File: config.mk
export PLATFORM = sky130hd
export DESIGN_NAME = can_rx_fifo_id_filter
export DESIGN_NICKNAME = d
export VERILOG_FILES = /design/src/rtl/can_rx_pkg.sv /design/src/rtl/can_rx_fifo_id_filter.sv /design/src/rtl/can_rx_store.sv /design/src/rtl/can_id_filter_bank.sv
export VERILOG_INCLUDE_DIRS = /design/src /design/src/rtl
export SDC_FILE = /design/constraint.sdc
export NUM_CORES = 2
export LEC_CHECK = 0
export ABC_CLOCK_PERIOD_IN_PS = 12800
export BUFFER_PORTS_ARGS = -buffer_cell sky130_fd_sc_hd__clkbuf_2
export CAP_MARGIN = 20
export CORE_MARGIN = 2
export CORE_UTILIZATION = 43
export CTS_CLUSTER_SIZE = 14
export DETAILED_ROUTE_END_ITERATION = 6
export GPL_TIMING_DRIVEN = 0
export PLACE_DENSITY = 0.56
export SYNTH_ARGS = -nofsm -noshare
export SYNTH_HDL_FRONTEND = slang
export SYNTH_SLANG_ARGS = --single-unit
File: constraint.sdc
create_clock -name sys_clk_i -period 12.8 [get_ports sys_clk_i]
set_clock_uncertainty 0.15 [all_clocks]
set_input_delay 2.56 -clock sys_clk_i [delete_from_list [all_inputs] [get_ports sys_clk_i]]
set_output_delay 2.56 -clock sys_clk_i [all_outputs]
set_load 0.02 [all_outputs]
File: src/rtl/can_rx_defs.svh
`ifndef CAN_RX_DEFS_SVH
`define CAN_RX_DEFS_SVH

// ****************************************
// register byte offsets
// ****************************************
`define OFS_MASTER_CTRL 8'h00
`define OFS_IRQ_EN 8'h04
`define OFS_FIFO_STAT 8'h08
`define OFS_IRQ_STAT 8'h0c
`define OFS_FLT_SCALE 8'h10
`define OFS_FLT_MODE 8'h14
`define OFS_FLT_ACT 8'h18
`define OFS_MBX_ID 8'h20
`define OFS_MBX_DLC 8'h24
`define OFS_MBX_DLO 8'h28
`define OFS_MBX_DHI 8'h2c
`define OFS_BANK_BASE 8'h40
`define OFS_BANK_LAST 8'h6c

// ****************************************
// field positions
// ****************************************
`define BIT_LOCK 0
`define BIT_IRQ_PEND 0
`define BIT_IRQ_FULL 1
`define BIT_IRQ_OVR 2
`define BIT_STAT_FULL 3
`define BIT_STAT_OVR 4
`define BIT_RELEASE 5

// ****************************************
// sizes, reset values, answers
// ****************************************
`define NUM_BANKS 6
`define FIFO_DEPTH 3
`define RST_STATE '0
`define RESP_OKAY 2'h0
`define RESP_SLVERR 2'h2

`endif

File: src/rtl/can_rx_pkg.sv
package can_rx_pkg;

  typedef struct packed {
    logic [10:0] std_id;
    logic ide;
    logic rtr;
    logic [17:0] ext_id;
    logic [3:0] dlc;
    logic [63:0] data;
  } rx_msg_t;

  typedef enum logic [1:0] {
    SCALE_8 = 2'h0,
    SCALE_16 = 2'h1,
    SCALE_32 = 2'h2,
    SCALE_MIX = 2'h3
  } flt_scale_t;

  typedef struct packed {
    rx_msg_t [2:0] ent;
  } store_state_t;

  typedef struct packed {
    logic lock;
    logic [2:0] ien;
    logic [2:0] ists;
    logic [1:0] cnt;
    logic [1:0] rd;
    logic [11:0] scale;
    logic [5:0] mode;
    logic [5:0] act;
    logic [11:0][31:0] fwords;
    logic aw_got;
    logic [7:0] awaddr;
    logic w_got;
    logic [31:0] wdata;
    logic [3:0] wstrb;
    logic bvalid;
    logic [1:0] bresp;
    logic rvalid;
    logic [31:0] rdata;
    logic [1:0] rresp;
  } top_state_t;

endpackage

File: src/rtl/can_rx_fifo_id_filter.sv
// Notes on behaviour
// - first accepted frame: count 01, shown in mailbox
// - release bit drops count, shows next message
// - unreleased mailbox: count climbs to 10, 11
// - arrival at count 11 sets overrun flag
// - overrun, lock clear: newest entry overwritten
// - overrun, lock set: incoming frame discarded
// - count 00 to 01 raises pending interrupt
// - third stored message sets full flag, interrupt
// - overrun flag raises interrupt when enabled
// - six banks of eight configuration bytes
// - each bank chooses its own scale
// - wide scale compares std, ide, ext, rtr
// - half scale: two filters std, rtr, ide
// - byte scale: four filters on std[10:3]
// - mixed scale: one half plus two byte
// - mask mode compares only must-match bits
// - list mode: exact match to either identifier
// - frames no filter accepts are dropped
`timescale 1ns/1ps
`include "can_rx_defs.svh"
module can_rx_fifo_id_filter (
  // clock and reset
  input logic sys_clk_i,
  input logic rst_n_i,
  // axi4-lite write address
  input logic [7:0] s_axi_awaddr_i,
  input logic s_axi_awvalid_i,
  output logic s_axi_awready_o,
  // axi4-lite write data
  input logic [31:0] s_axi_wdata_i,
  input logic [3:0] s_axi_wstrb_i,
  input logic s_axi_wvalid_i,
  output logic s_axi_wready_o,
  // axi4-lite write response
  output logic [1:0] s_axi_bresp_o,
  output logic s_axi_bvalid_o,
  input logic s_axi_bready_i,
  // axi4-lite read address
  input logic [7:0] s_axi_araddr_i,
  input logic s_axi_arvalid_i,
  output logic s_axi_arready_o,
  // axi4-lite read data
  output logic [31:0] s_axi_rdata_o,
  output logic [1:0] s_axi_rresp_o,
  output logic s_axi_rvalid_o,
  input logic s_axi_rready_i,
  // receive path
  input logic rx_valid_i,
  input logic [10:0] rx_std_id_i,
  input logic rx_ide_i,
  input logic rx_rtr_i,
  input logic [17:0] rx_ext_id_i,
  input logic [3:0] rx_dlc_i,
  input logic [63:0] rx_data_i,
  // interrupt
  output logic irq_o
);

  can_rx_pkg::top_state_t s_q;
  can_rx_pkg::top_state_t s_n;
  can_rx_pkg::rx_msg_t rx_msg;
  can_rx_pkg::rx_msg_t mbx;

  logic [5:0] hit;
  logic accept;
  logic do_wr;
  logic rel;
  logic ovr;
  logic we;
  logic [1:0] widx;
  logic [1:0] cnt_a;
  logic [1:0] rd_a;
  logic [1:0] cnt_n;
  logic [2:0] ists_set;
  logic [2:0] ists_clr;
  logic bank_wr;
  logic wr_hit;

  function automatic logic [1:0] add3(input logic [1:0] a, input logic [1:0] b);
    logic [2:0] s;
    s = {1'b0, a} + {1'b0, b};
    if (s >= 3'h3) begin
      s = s - 3'h3;
    end
    add3 = s[1:0];
  endfunction

  function automatic logic is_bank(input logic [7:0] a);
    is_bank = (a >= `OFS_BANK_BASE) && (a <= `OFS_BANK_LAST) && (a[1:0] == 2'h0);
  endfunction

  function automatic logic is_mapped(input logic [7:0] a);
    case (a)
      `OFS_MASTER_CTRL, `OFS_IRQ_EN, `OFS_FIFO_STAT, `OFS_IRQ_STAT,
      `OFS_FLT_SCALE, `OFS_FLT_MODE, `OFS_FLT_ACT,
      `OFS_MBX_ID, `OFS_MBX_DLC, `OFS_MBX_DLO, `OFS_MBX_DHI: is_mapped = 1'b1;
      default: is_mapped = is_bank(a);
    endcase
  endfunction

  // ****************************************
  // filter banks
  // ****************************************
  assign rx_msg = {rx_std_id_i, rx_ide_i, rx_rtr_i, rx_ext_id_i, rx_dlc_i, rx_data_i};

  for (genvar b = 0; b < `NUM_BANKS; b++) begin : g_bank
    can_id_filter_bank u_bank (
      .cfg_i({s_q.fwords[2*b+1], s_q.fwords[2*b]}),
      .scale_i(can_rx_pkg::flt_scale_t'(s_q.scale[2*b+:2])),
      .list_i(s_q.mode[b]),
      .active_i(s_q.act[b]),
      .std_id_i(rx_std_id_i),
      .ide_i(rx_ide_i),
      .rtr_i(rx_rtr_i),
      .ext_id_i(rx_ext_id_i),
      .hit_o(hit[b])
    );
  end

  // ****************************************
  // receive fifo bookkeeping
  // ****************************************
  // a release and an arrival in one cycle are both honoured
  assign accept = rx_valid_i && (|hit);
  assign rel = do_wr && (s_q.awaddr == `OFS_FIFO_STAT) && s_q.wstrb[0] &&
               s_q.wdata[`BIT_RELEASE] && (s_q.cnt != 2'h0);
  assign cnt_a = s_q.cnt - {1'b0, rel};
  assign rd_a = rel ? add3(s_q.rd, 2'h1) : s_q.rd;
  assign ovr = accept && (cnt_a == 2'h3);
  assign we = accept && (!ovr || !s_q.lock);
  assign widx = ovr ? add3(rd_a, 2'h2) : add3(rd_a, cnt_a);
  assign cnt_n = (accept && !ovr) ? cnt_a + 2'h1 : cnt_a;
  assign ists_set[`BIT_IRQ_PEND] = accept && !ovr && (cnt_a == 2'h0);
  assign ists_set[`BIT_IRQ_FULL] = accept && !ovr && (cnt_a == 2'h2);
  assign ists_set[`BIT_IRQ_OVR] = ovr;
  assign ists_clr = (do_wr && (s_q.awaddr == `OFS_IRQ_STAT) && s_q.wstrb[0]) ?
                    s_q.wdata[2:0] : 3'h0;

  can_rx_store u_store (
    .sys_clk_i(sys_clk_i),
    .rst_n_i(rst_n_i),
    .we_i(we),
    .widx_i(widx),
    .wmsg_i(rx_msg),
    .ridx_i(s_q.rd),
    .rmsg_o(mbx)
  );

  // ****************************************
  // register bus
  // ****************************************
  assign s_axi_awready_o = !s_q.aw_got && !s_q.bvalid;
  assign s_axi_wready_o = !s_q.w_got && !s_q.bvalid;
  assign s_axi_arready_o = !s_q.rvalid;
  assign s_axi_bvalid_o = s_q.bvalid;
  assign s_axi_bresp_o = s_q.bresp;
  assign s_axi_rvalid_o = s_q.rvalid;
  assign s_axi_rdata_o = s_q.rdata;
  assign s_axi_rresp_o = s_q.rresp;
  assign do_wr = s_q.aw_got && s_q.w_got && !s_q.bvalid;
  assign bank_wr = is_bank(s_q.awaddr);
  assign wr_hit = is_mapped(s_q.awaddr);

  function automatic logic [31:0] rd_reg(input can_rx_pkg::top_state_t s,
                                         input can_rx_pkg::rx_msg_t m,
                                         input logic [7:0] a);
    logic [3:0] wi;
    wi = a[5:2];
    case (a)
      `OFS_MASTER_CTRL: rd_reg = {31'h0, s.lock};
      `OFS_IRQ_EN: rd_reg = {29'h0, s.ien};
      `OFS_FIFO_STAT: rd_reg = {27'h0, s.ists[`BIT_IRQ_OVR], s.ists[`BIT_IRQ_FULL],
                                1'b0, s.cnt};
      `OFS_IRQ_STAT: rd_reg = {29'h0, s.ists};
      `OFS_FLT_SCALE: rd_reg = {20'h0, s.scale};
      `OFS_FLT_MODE: rd_reg = {26'h0, s.mode};
      `OFS_FLT_ACT: rd_reg = {26'h0, s.act};
      `OFS_MBX_ID: rd_reg = {1'b0, m.std_id, m.ide, m.rtr, m.ext_id};
      `OFS_MBX_DLC: rd_reg = {28'h0, m.dlc};
      `OFS_MBX_DLO: rd_reg = m.data[31:0];
      `OFS_MBX_DHI: rd_reg = m.data[63:32];
      default: rd_reg = is_bank(a) ? s.fwords[wi] : 32'h0;
    endcase
  endfunction

  // ****************************************
  // next state
  // ****************************************
  always_comb begin
    s_n = s_q;
    if (s_axi_awvalid_i && s_axi_awready_o) begin
      s_n.aw_got = 1'b1;
      s_n.awaddr = s_axi_awaddr_i;
    end
    if (s_axi_wvalid_i && s_axi_wready_o) begin
      s_n.w_got = 1'b1;
      s_n.wdata = s_axi_wdata_i;
      s_n.wstrb = s_axi_wstrb_i;
    end
    if (s_q.bvalid && s_axi_bready_i) begin
      s_n.bvalid = 1'b0;
    end
    if (do_wr) begin
      s_n.aw_got = 1'b0;
      s_n.w_got = 1'b0;
      s_n.bvalid = 1'b1;
      s_n.bresp = wr_hit ? `RESP_OKAY : `RESP_SLVERR;
      if (s_q.wstrb[0]) begin
        case (s_q.awaddr)
          `OFS_MASTER_CTRL: s_n.lock = s_q.wdata[`BIT_LOCK];
          `OFS_IRQ_EN: s_n.ien = s_q.wdata[2:0];
          `OFS_FLT_SCALE: s_n.scale[7:0] = s_q.wdata[7:0];
          `OFS_FLT_MODE: s_n.mode = s_q.wdata[5:0];
          `OFS_FLT_ACT: s_n.act = s_q.wdata[5:0];
          default: ;
        endcase
      end
      if (s_q.wstrb[1] && (s_q.awaddr == `OFS_FLT_SCALE)) begin
        s_n.scale[11:8] = s_q.wdata[11:8];
      end
      // byte lanes let software patch one filter byte alone
      for (int k = 0; k < 4; k++) begin
        if (bank_wr && s_q.wstrb[k]) begin
          s_n.fwords[s_q.awaddr[5:2]][8*k+:8] = s_q.wdata[8*k+:8];
        end
      end
    end
    s_n.cnt = cnt_n;
    s_n.rd = rd_a;
    // a new event wins over a clear in the same cycle
    s_n.ists = (s_q.ists & ~ists_clr) | ists_set;
    if (s_q.rvalid && s_axi_rready_i) begin
      s_n.rvalid = 1'b0;
    end
    if (s_axi_arvalid_i && s_axi_arready_o) begin
      s_n.rvalid = 1'b1;
      s_n.rdata = rd_reg(s_q, mbx, s_axi_araddr_i);
      s_n.rresp = is_mapped(s_axi_araddr_i) ? `RESP_OKAY : `RESP_SLVERR;
    end
  end

  always_ff @(posedge sys_clk_i or negedge rst_n_i) begin
    if (!rst_n_i) begin
      s_q <= `RST_STATE;
    end else begin
      s_q <= s_n;
    end
  end

  assign irq_o = |(s_q.ists & s_q.ien);
endmodule

File: src/rtl/can_rx_store.sv
`timescale 1ns/1ps
`include "can_rx_defs.svh"
module can_rx_store (
  // clock and reset
  input logic sys_clk_i,
  input logic rst_n_i,
  // write side
  input logic we_i,
  input logic [1:0] widx_i,
  input can_rx_pkg::rx_msg_t wmsg_i,
  // read side
  input logic [1:0] ridx_i,
  output can_rx_pkg::rx_msg_t rmsg_o
);

  can_rx_pkg::store_state_t s_q;
  can_rx_pkg::store_state_t s_n;

  always_comb begin
    s_n = s_q;
    if (we_i) begin
      s_n.ent[widx_i] = wmsg_i;
    end
  end

  always_ff @(posedge sys_clk_i or negedge rst_n_i) begin
    if (!rst_n_i) begin
      s_q <= `RST_STATE;
    end else begin
      s_q <= s_n;
    end
  end

  // index 3 never occurs, the fifo logic wraps at three
  assign rmsg_o = s_q.ent[ridx_i];

endmodule

File: src/rtl/can_id_filter_bank.sv
`timescale 1ns/1ps
module can_id_filter_bank (
  // bank configuration
  input logic [63:0] cfg_i,
  input can_rx_pkg::flt_scale_t scale_i,
  input logic list_i,
  input logic active_i,
  // received identifier
  input logic [10:0] std_id_i,
  input logic ide_i,
  input logic rtr_i,
  input logic [17:0] ext_id_i,
  // result
  output logic hit_o
);

  logic [7:0] b [8];
  logic [31:0] v32;
  logic [31:0] v16;
  logic [31:0] v8;
  logic f32;
  logic f16a;
  logic f16b;
  logic [3:0] f8;

  function automatic logic cmp(input logic [31:0] v, input logic [31:0] a,
                               input logic [31:0] m, input logic [31:0] wm,
                               input logic lst);
    logic [31:0] d0;
    logic [31:0] d1;
    d0 = (v ^ a) & wm;
    d1 = (v ^ m) & wm;
    if (lst) begin
      cmp = (d0 == 32'h0) || (d1 == 32'h0);
    end else begin
      cmp = (d0 & m) == 32'h0;
    end
  endfunction

  for (genvar k = 0; k < 8; k++) begin : g_byte
    assign b[k] = cfg_i[8*k+:8];
  end

  assign v32 = {std_id_i, rtr_i, ide_i, ext_id_i, 1'b0};
  assign v16 = {16'h0, std_id_i, rtr_i, ide_i, 3'h0};
  assign v8 = {24'h0, std_id_i[10:3]};

  // lowest bit of the wide word is unused
  assign f32 = cmp(v32, {b[0], b[1], b[2], b[3]}, {b[4], b[5], b[6], b[7]},
                   32'hffff_fffe, list_i);
  assign f16a = cmp(v16, {16'h0, b[0], b[1]}, {16'h0, b[2], b[3]},
                    32'h0000_fff8, list_i);
  assign f16b = cmp(v16, {16'h0, b[4], b[5]}, {16'h0, b[6], b[7]},
                    32'h0000_fff8, list_i);

  for (genvar k = 0; k < 4; k++) begin : g_f8
    assign f8[k] = cmp(v8, {24'h0, b[2*k]}, {24'h0, b[2*k+1]},
                       32'h0000_00ff, list_i);
  end

  always_comb begin
    case (scale_i)
      can_rx_pkg::SCALE_32: hit_o = active_i && f32;
      can_rx_pkg::SCALE_16: hit_o = active_i && (f16a || f16b);
      can_rx_pkg::SCALE_8: hit_o = active_i && (|f8);
      can_rx_pkg::SCALE_MIX: hit_o = active_i && (f16a || f8[2] || f8[3]);
      default: hit_o = 1'b0;
    endcase
  end

endmodule

==> qor.yml <==
status:
  status: "finished, final reports clean"
setup_path:
  ff2ff_path_depth: 22
  ff2ff_setup_slack_ps: 6290
  cp.depth: 15
  startpoint: "rx_std_id_i[9]"
  rr_endpoint: "u_store.s_q[186]"
  crit_path_end_kind: "flop"
  crit_path_top_delay_cell: "nor3_4"
  required_ps: 13220
  critPathArrivalTime_ps: 8160
  critPathTopFamily: "simple AND/OR/NAND/NOR gates"
  start_kind: "primary input"
  max_stage_delay_ps: 700
  critPathKind: "in2reg"
  crit_chain: "buf_4, buf_6, buf_4, xor2_1, nor4_1, nand2_1, nor4_1, o21ai_1, a41oi_1, o221ai_1, o211ai_1, nor3_4, nor3_4, buf_2, mux2_2"
  endpoint: "u_store.s_q[216]"
  critical_path_buf_inv_count: 4
  critPathMaxFanout: 10
  reg2reg_from: "s_axi_bvalid_o"
logic_synthesis:
  syn_area_per_cell_um2: 11.6
  synth_warnings: 0
  synth-async-reset-ratio_pct: 100
  synth-main-ff-cell: "dfrtp_1"
  seq_area_frac_synth_pct: 41.7
  synth_edf_count: 0
  netlist_instances: 4135
  synth.cell_area_um2: 47800
  synth_cell_types: 67
  synth_seq_cells: 798
grt:
  grt.overflow.total: 0
  grt_use_total_pct: 43.2
  grt_first_pass_wirelength_um: 334000
  grt_max_degree: 111
  antenna_found_initial: 16
  grt_pass1_vias: 39100
detailed_routing:
  wl_met3_um: 27600
  drtPass1Iterations: 7
  wl_met1_um: 98500
  vias: 40300
  routed.top_layer: "met4"
  wl_um: 248000
  met2RoutedLength_um: 101000
  drc: 0
  ant_nets: 0
  viasPerCell: 6.74
  drt_iter0_drc: 5292
  drt-wirelength-per-cell_um: 41.5
timing:
  hold_viol: 0
  fin_crit_sh_pct: 60.4
  worst_slack_ps: 5070
  setup_viol: 0
  min_period_ps: 7730
  max_freq_ghz: 0.129
  grt_setup_unrepaired: "false"
  tightest_slew_ps: 1290
  maxSlewHeadroom_pct: 13.8
  drv_slew: 0
placement:
  gp_congestion: 1.08
  port_buffers: 164
  hpwl_um: 189000
  place_worst_setup_slack_ps: 4700
floorplan:
  die_w_um: 338
  fp.dieH_um: 338
  initial_core_util_pct: 43.3
  num_io_pins: 201
  coreArea_um2: 111000
  die_area_um2: 114000
  core.rowCount: 122
pwr:
  p_leak_nw: 23.8
  ir_worst_vdd_v: 0.000127
  power_mw: 8.27
  p_per_area_nw_per_um2: 153
clocking:
  clock_sinks: 798
  cts_buffer_depth: 3
  cts_made_buffers: 91
  path_clk_slew_ps: 60
  post-cts-setup-buffer-count: 0
  cts-root-buf: "clkbuf_16"
  cts_resized: 0
  hold_buffers: 0
  cts_tree: "done"
  cts.htree.levels: 3
  clk_latency_ps: 710
final_layout:
  drive_gt1_share_pct: 29.4
  area_growth_pct: 12.6
  final_cell_mix: "dfrtp_1 (798), mux2_2 (725), xor2_1 (499)"
  final_common_cell: "dfrtp_1"
  regArea_um2: 20000
  fill_cells: 10400
  final_net_count: 4580
  multi_input_area_um2: 25700
  fin_util_pct: 48.8
run:
  max-cap-violations: 0
worst_hold_path:
  hold_class: "reg2reg"
==> layout make-up <==
| type | instances | share of cell area [%] |
|---|---|---|
| diodes | 9 | 0.0418 |
| clock inverters | 32 | 0.687 |
| well taps | 1488 | 3.46 |
| repair buffers | 183 | 2.24 |
| flip-flops and latches | 798 | 37.1 |
| inverters | 71 | 0.495 |
| plain buffers | 363 | 3.52 |
| multi-input cells | 2904 | 47.7 |
| clock buffers | 131 | 4.77 |
==> cell families after synthesis <==
family          share of synthesized area, %
fa+ha+maj                              0.251
compound gates                          9.37
simple gates                            6.52
flops                                   41.7
mux                                     24.4
other cells                          0.00784
xor+xnor                                13.2
buf+inv                                 4.52
==> Yosys cell counts (5+ instances only) <==
cell type / n / share of area, %
or3_1: 9 / 0.12
buf_1: 46 / 0.36
nand3_1: 54 / 0.56
a22o_1: 55 / 1.0
nand2_1: 88 / 0.69
mux2i_1: 102 / 2.1
nor2_1: 170 / 1.3
mux2_4: 5 / 0.16
a221oi_1: 79 / 1.4
a21oi_1: 64 / 0.67
o21ai_0: 45 / 0.47
inv_1: 71 / 0.56
mux4_2: 99 / 4.7
buf_4: 69 / 1.1
nor4_1: 105 / 1.4
o221ai_1: 8 / 0.15
buf_2: 62 / 0.65
a31oi_1: 40 / 0.52
buf_6: 23 / 0.54
mux2_2: 725 / 17
and3_1: 10 / 0.13
ha_1: 8 / 0.21
o22ai_1: 74 / 0.97
a2111oi_0: 6 / 0.11
xor2_1: 499 / 9.1
o41ai_1: 5 / 0.092
nor2b_1: 9 / 0.12
a22oi_1: 186 / 2.9
o2111ai_1: 6 / 0.11
clkbuf_1: 161 / 1.3
dfrtp_1: 798 / 42
nor3_1: 32 / 0.33
a222oi_1: 10 / 0.21
nand4_1: 87 / 1.1
mux2_1: 15 / 0.35
xnor2_1: 223 / 4.1
a211oi_1: 11 / 0.17
or4_1: 20 / 0.31
==> sequential cells by signal, summed over array words and instances, names as in the netlist <==
register / cells
s_axi_bvalid_o: 1
s_axi_bresp_o: 1
s_q: 465
s_axi_rresp_o: 1
u_store.s_q: 297
s_axi_rdata_o: 32
s_axi_rvalid_o: 1
==> per-layer routing <==
layer | global-route usage, % | up-vias
met5 | 0 | -
met4 | 28.9 | 0
met3 | 13.3 | 825
met2 | 60.3 | 2833
met1 | 57.3 | 20800
li1 | - | 15800
==> worst min path at each step <==
stage / startpoint / cells after the start / slack (ps) / end
CTS: u_store.s_q[62] / 1 / 340 / u_store.s_q[62]
global placement: u_store.s_q[62] / 1 / 320 / u_store.s_q[62]
finish: u_store.s_q[62] / 1 / 340 / u_store.s_q[62]
detailed placement: s_axi_rresp_o[1] / 2 / 320 / s_axi_rresp_o[1]
global route: u_store.s_q[61] / 1 / 350 / u_store.s_q[61]
floorplan: s_axi_rresp_o[1] / 2 / 300 / s_axi_rresp_o[1]
==> report_power, final <==
part           internal (mW)  switching, mW
logic                  0.826           1.44
registers               2.92          0.452
clock network           1.47           1.15
==> stage by stage <==
step           area (µm²)  hold WS (ps)  setup TNS, ps  cells
2_1_floorplan       47800           300              0   4136
3_3_place_gp        50500           317       -8542430   5788
3_5_place_dp        50900           322              0   5804
4_1_cts             53800           337              0   5967
5_1_grt             53900           353              0   5972
6_report            53900           337              0   5979
Power figures use the tool's default switching activity.
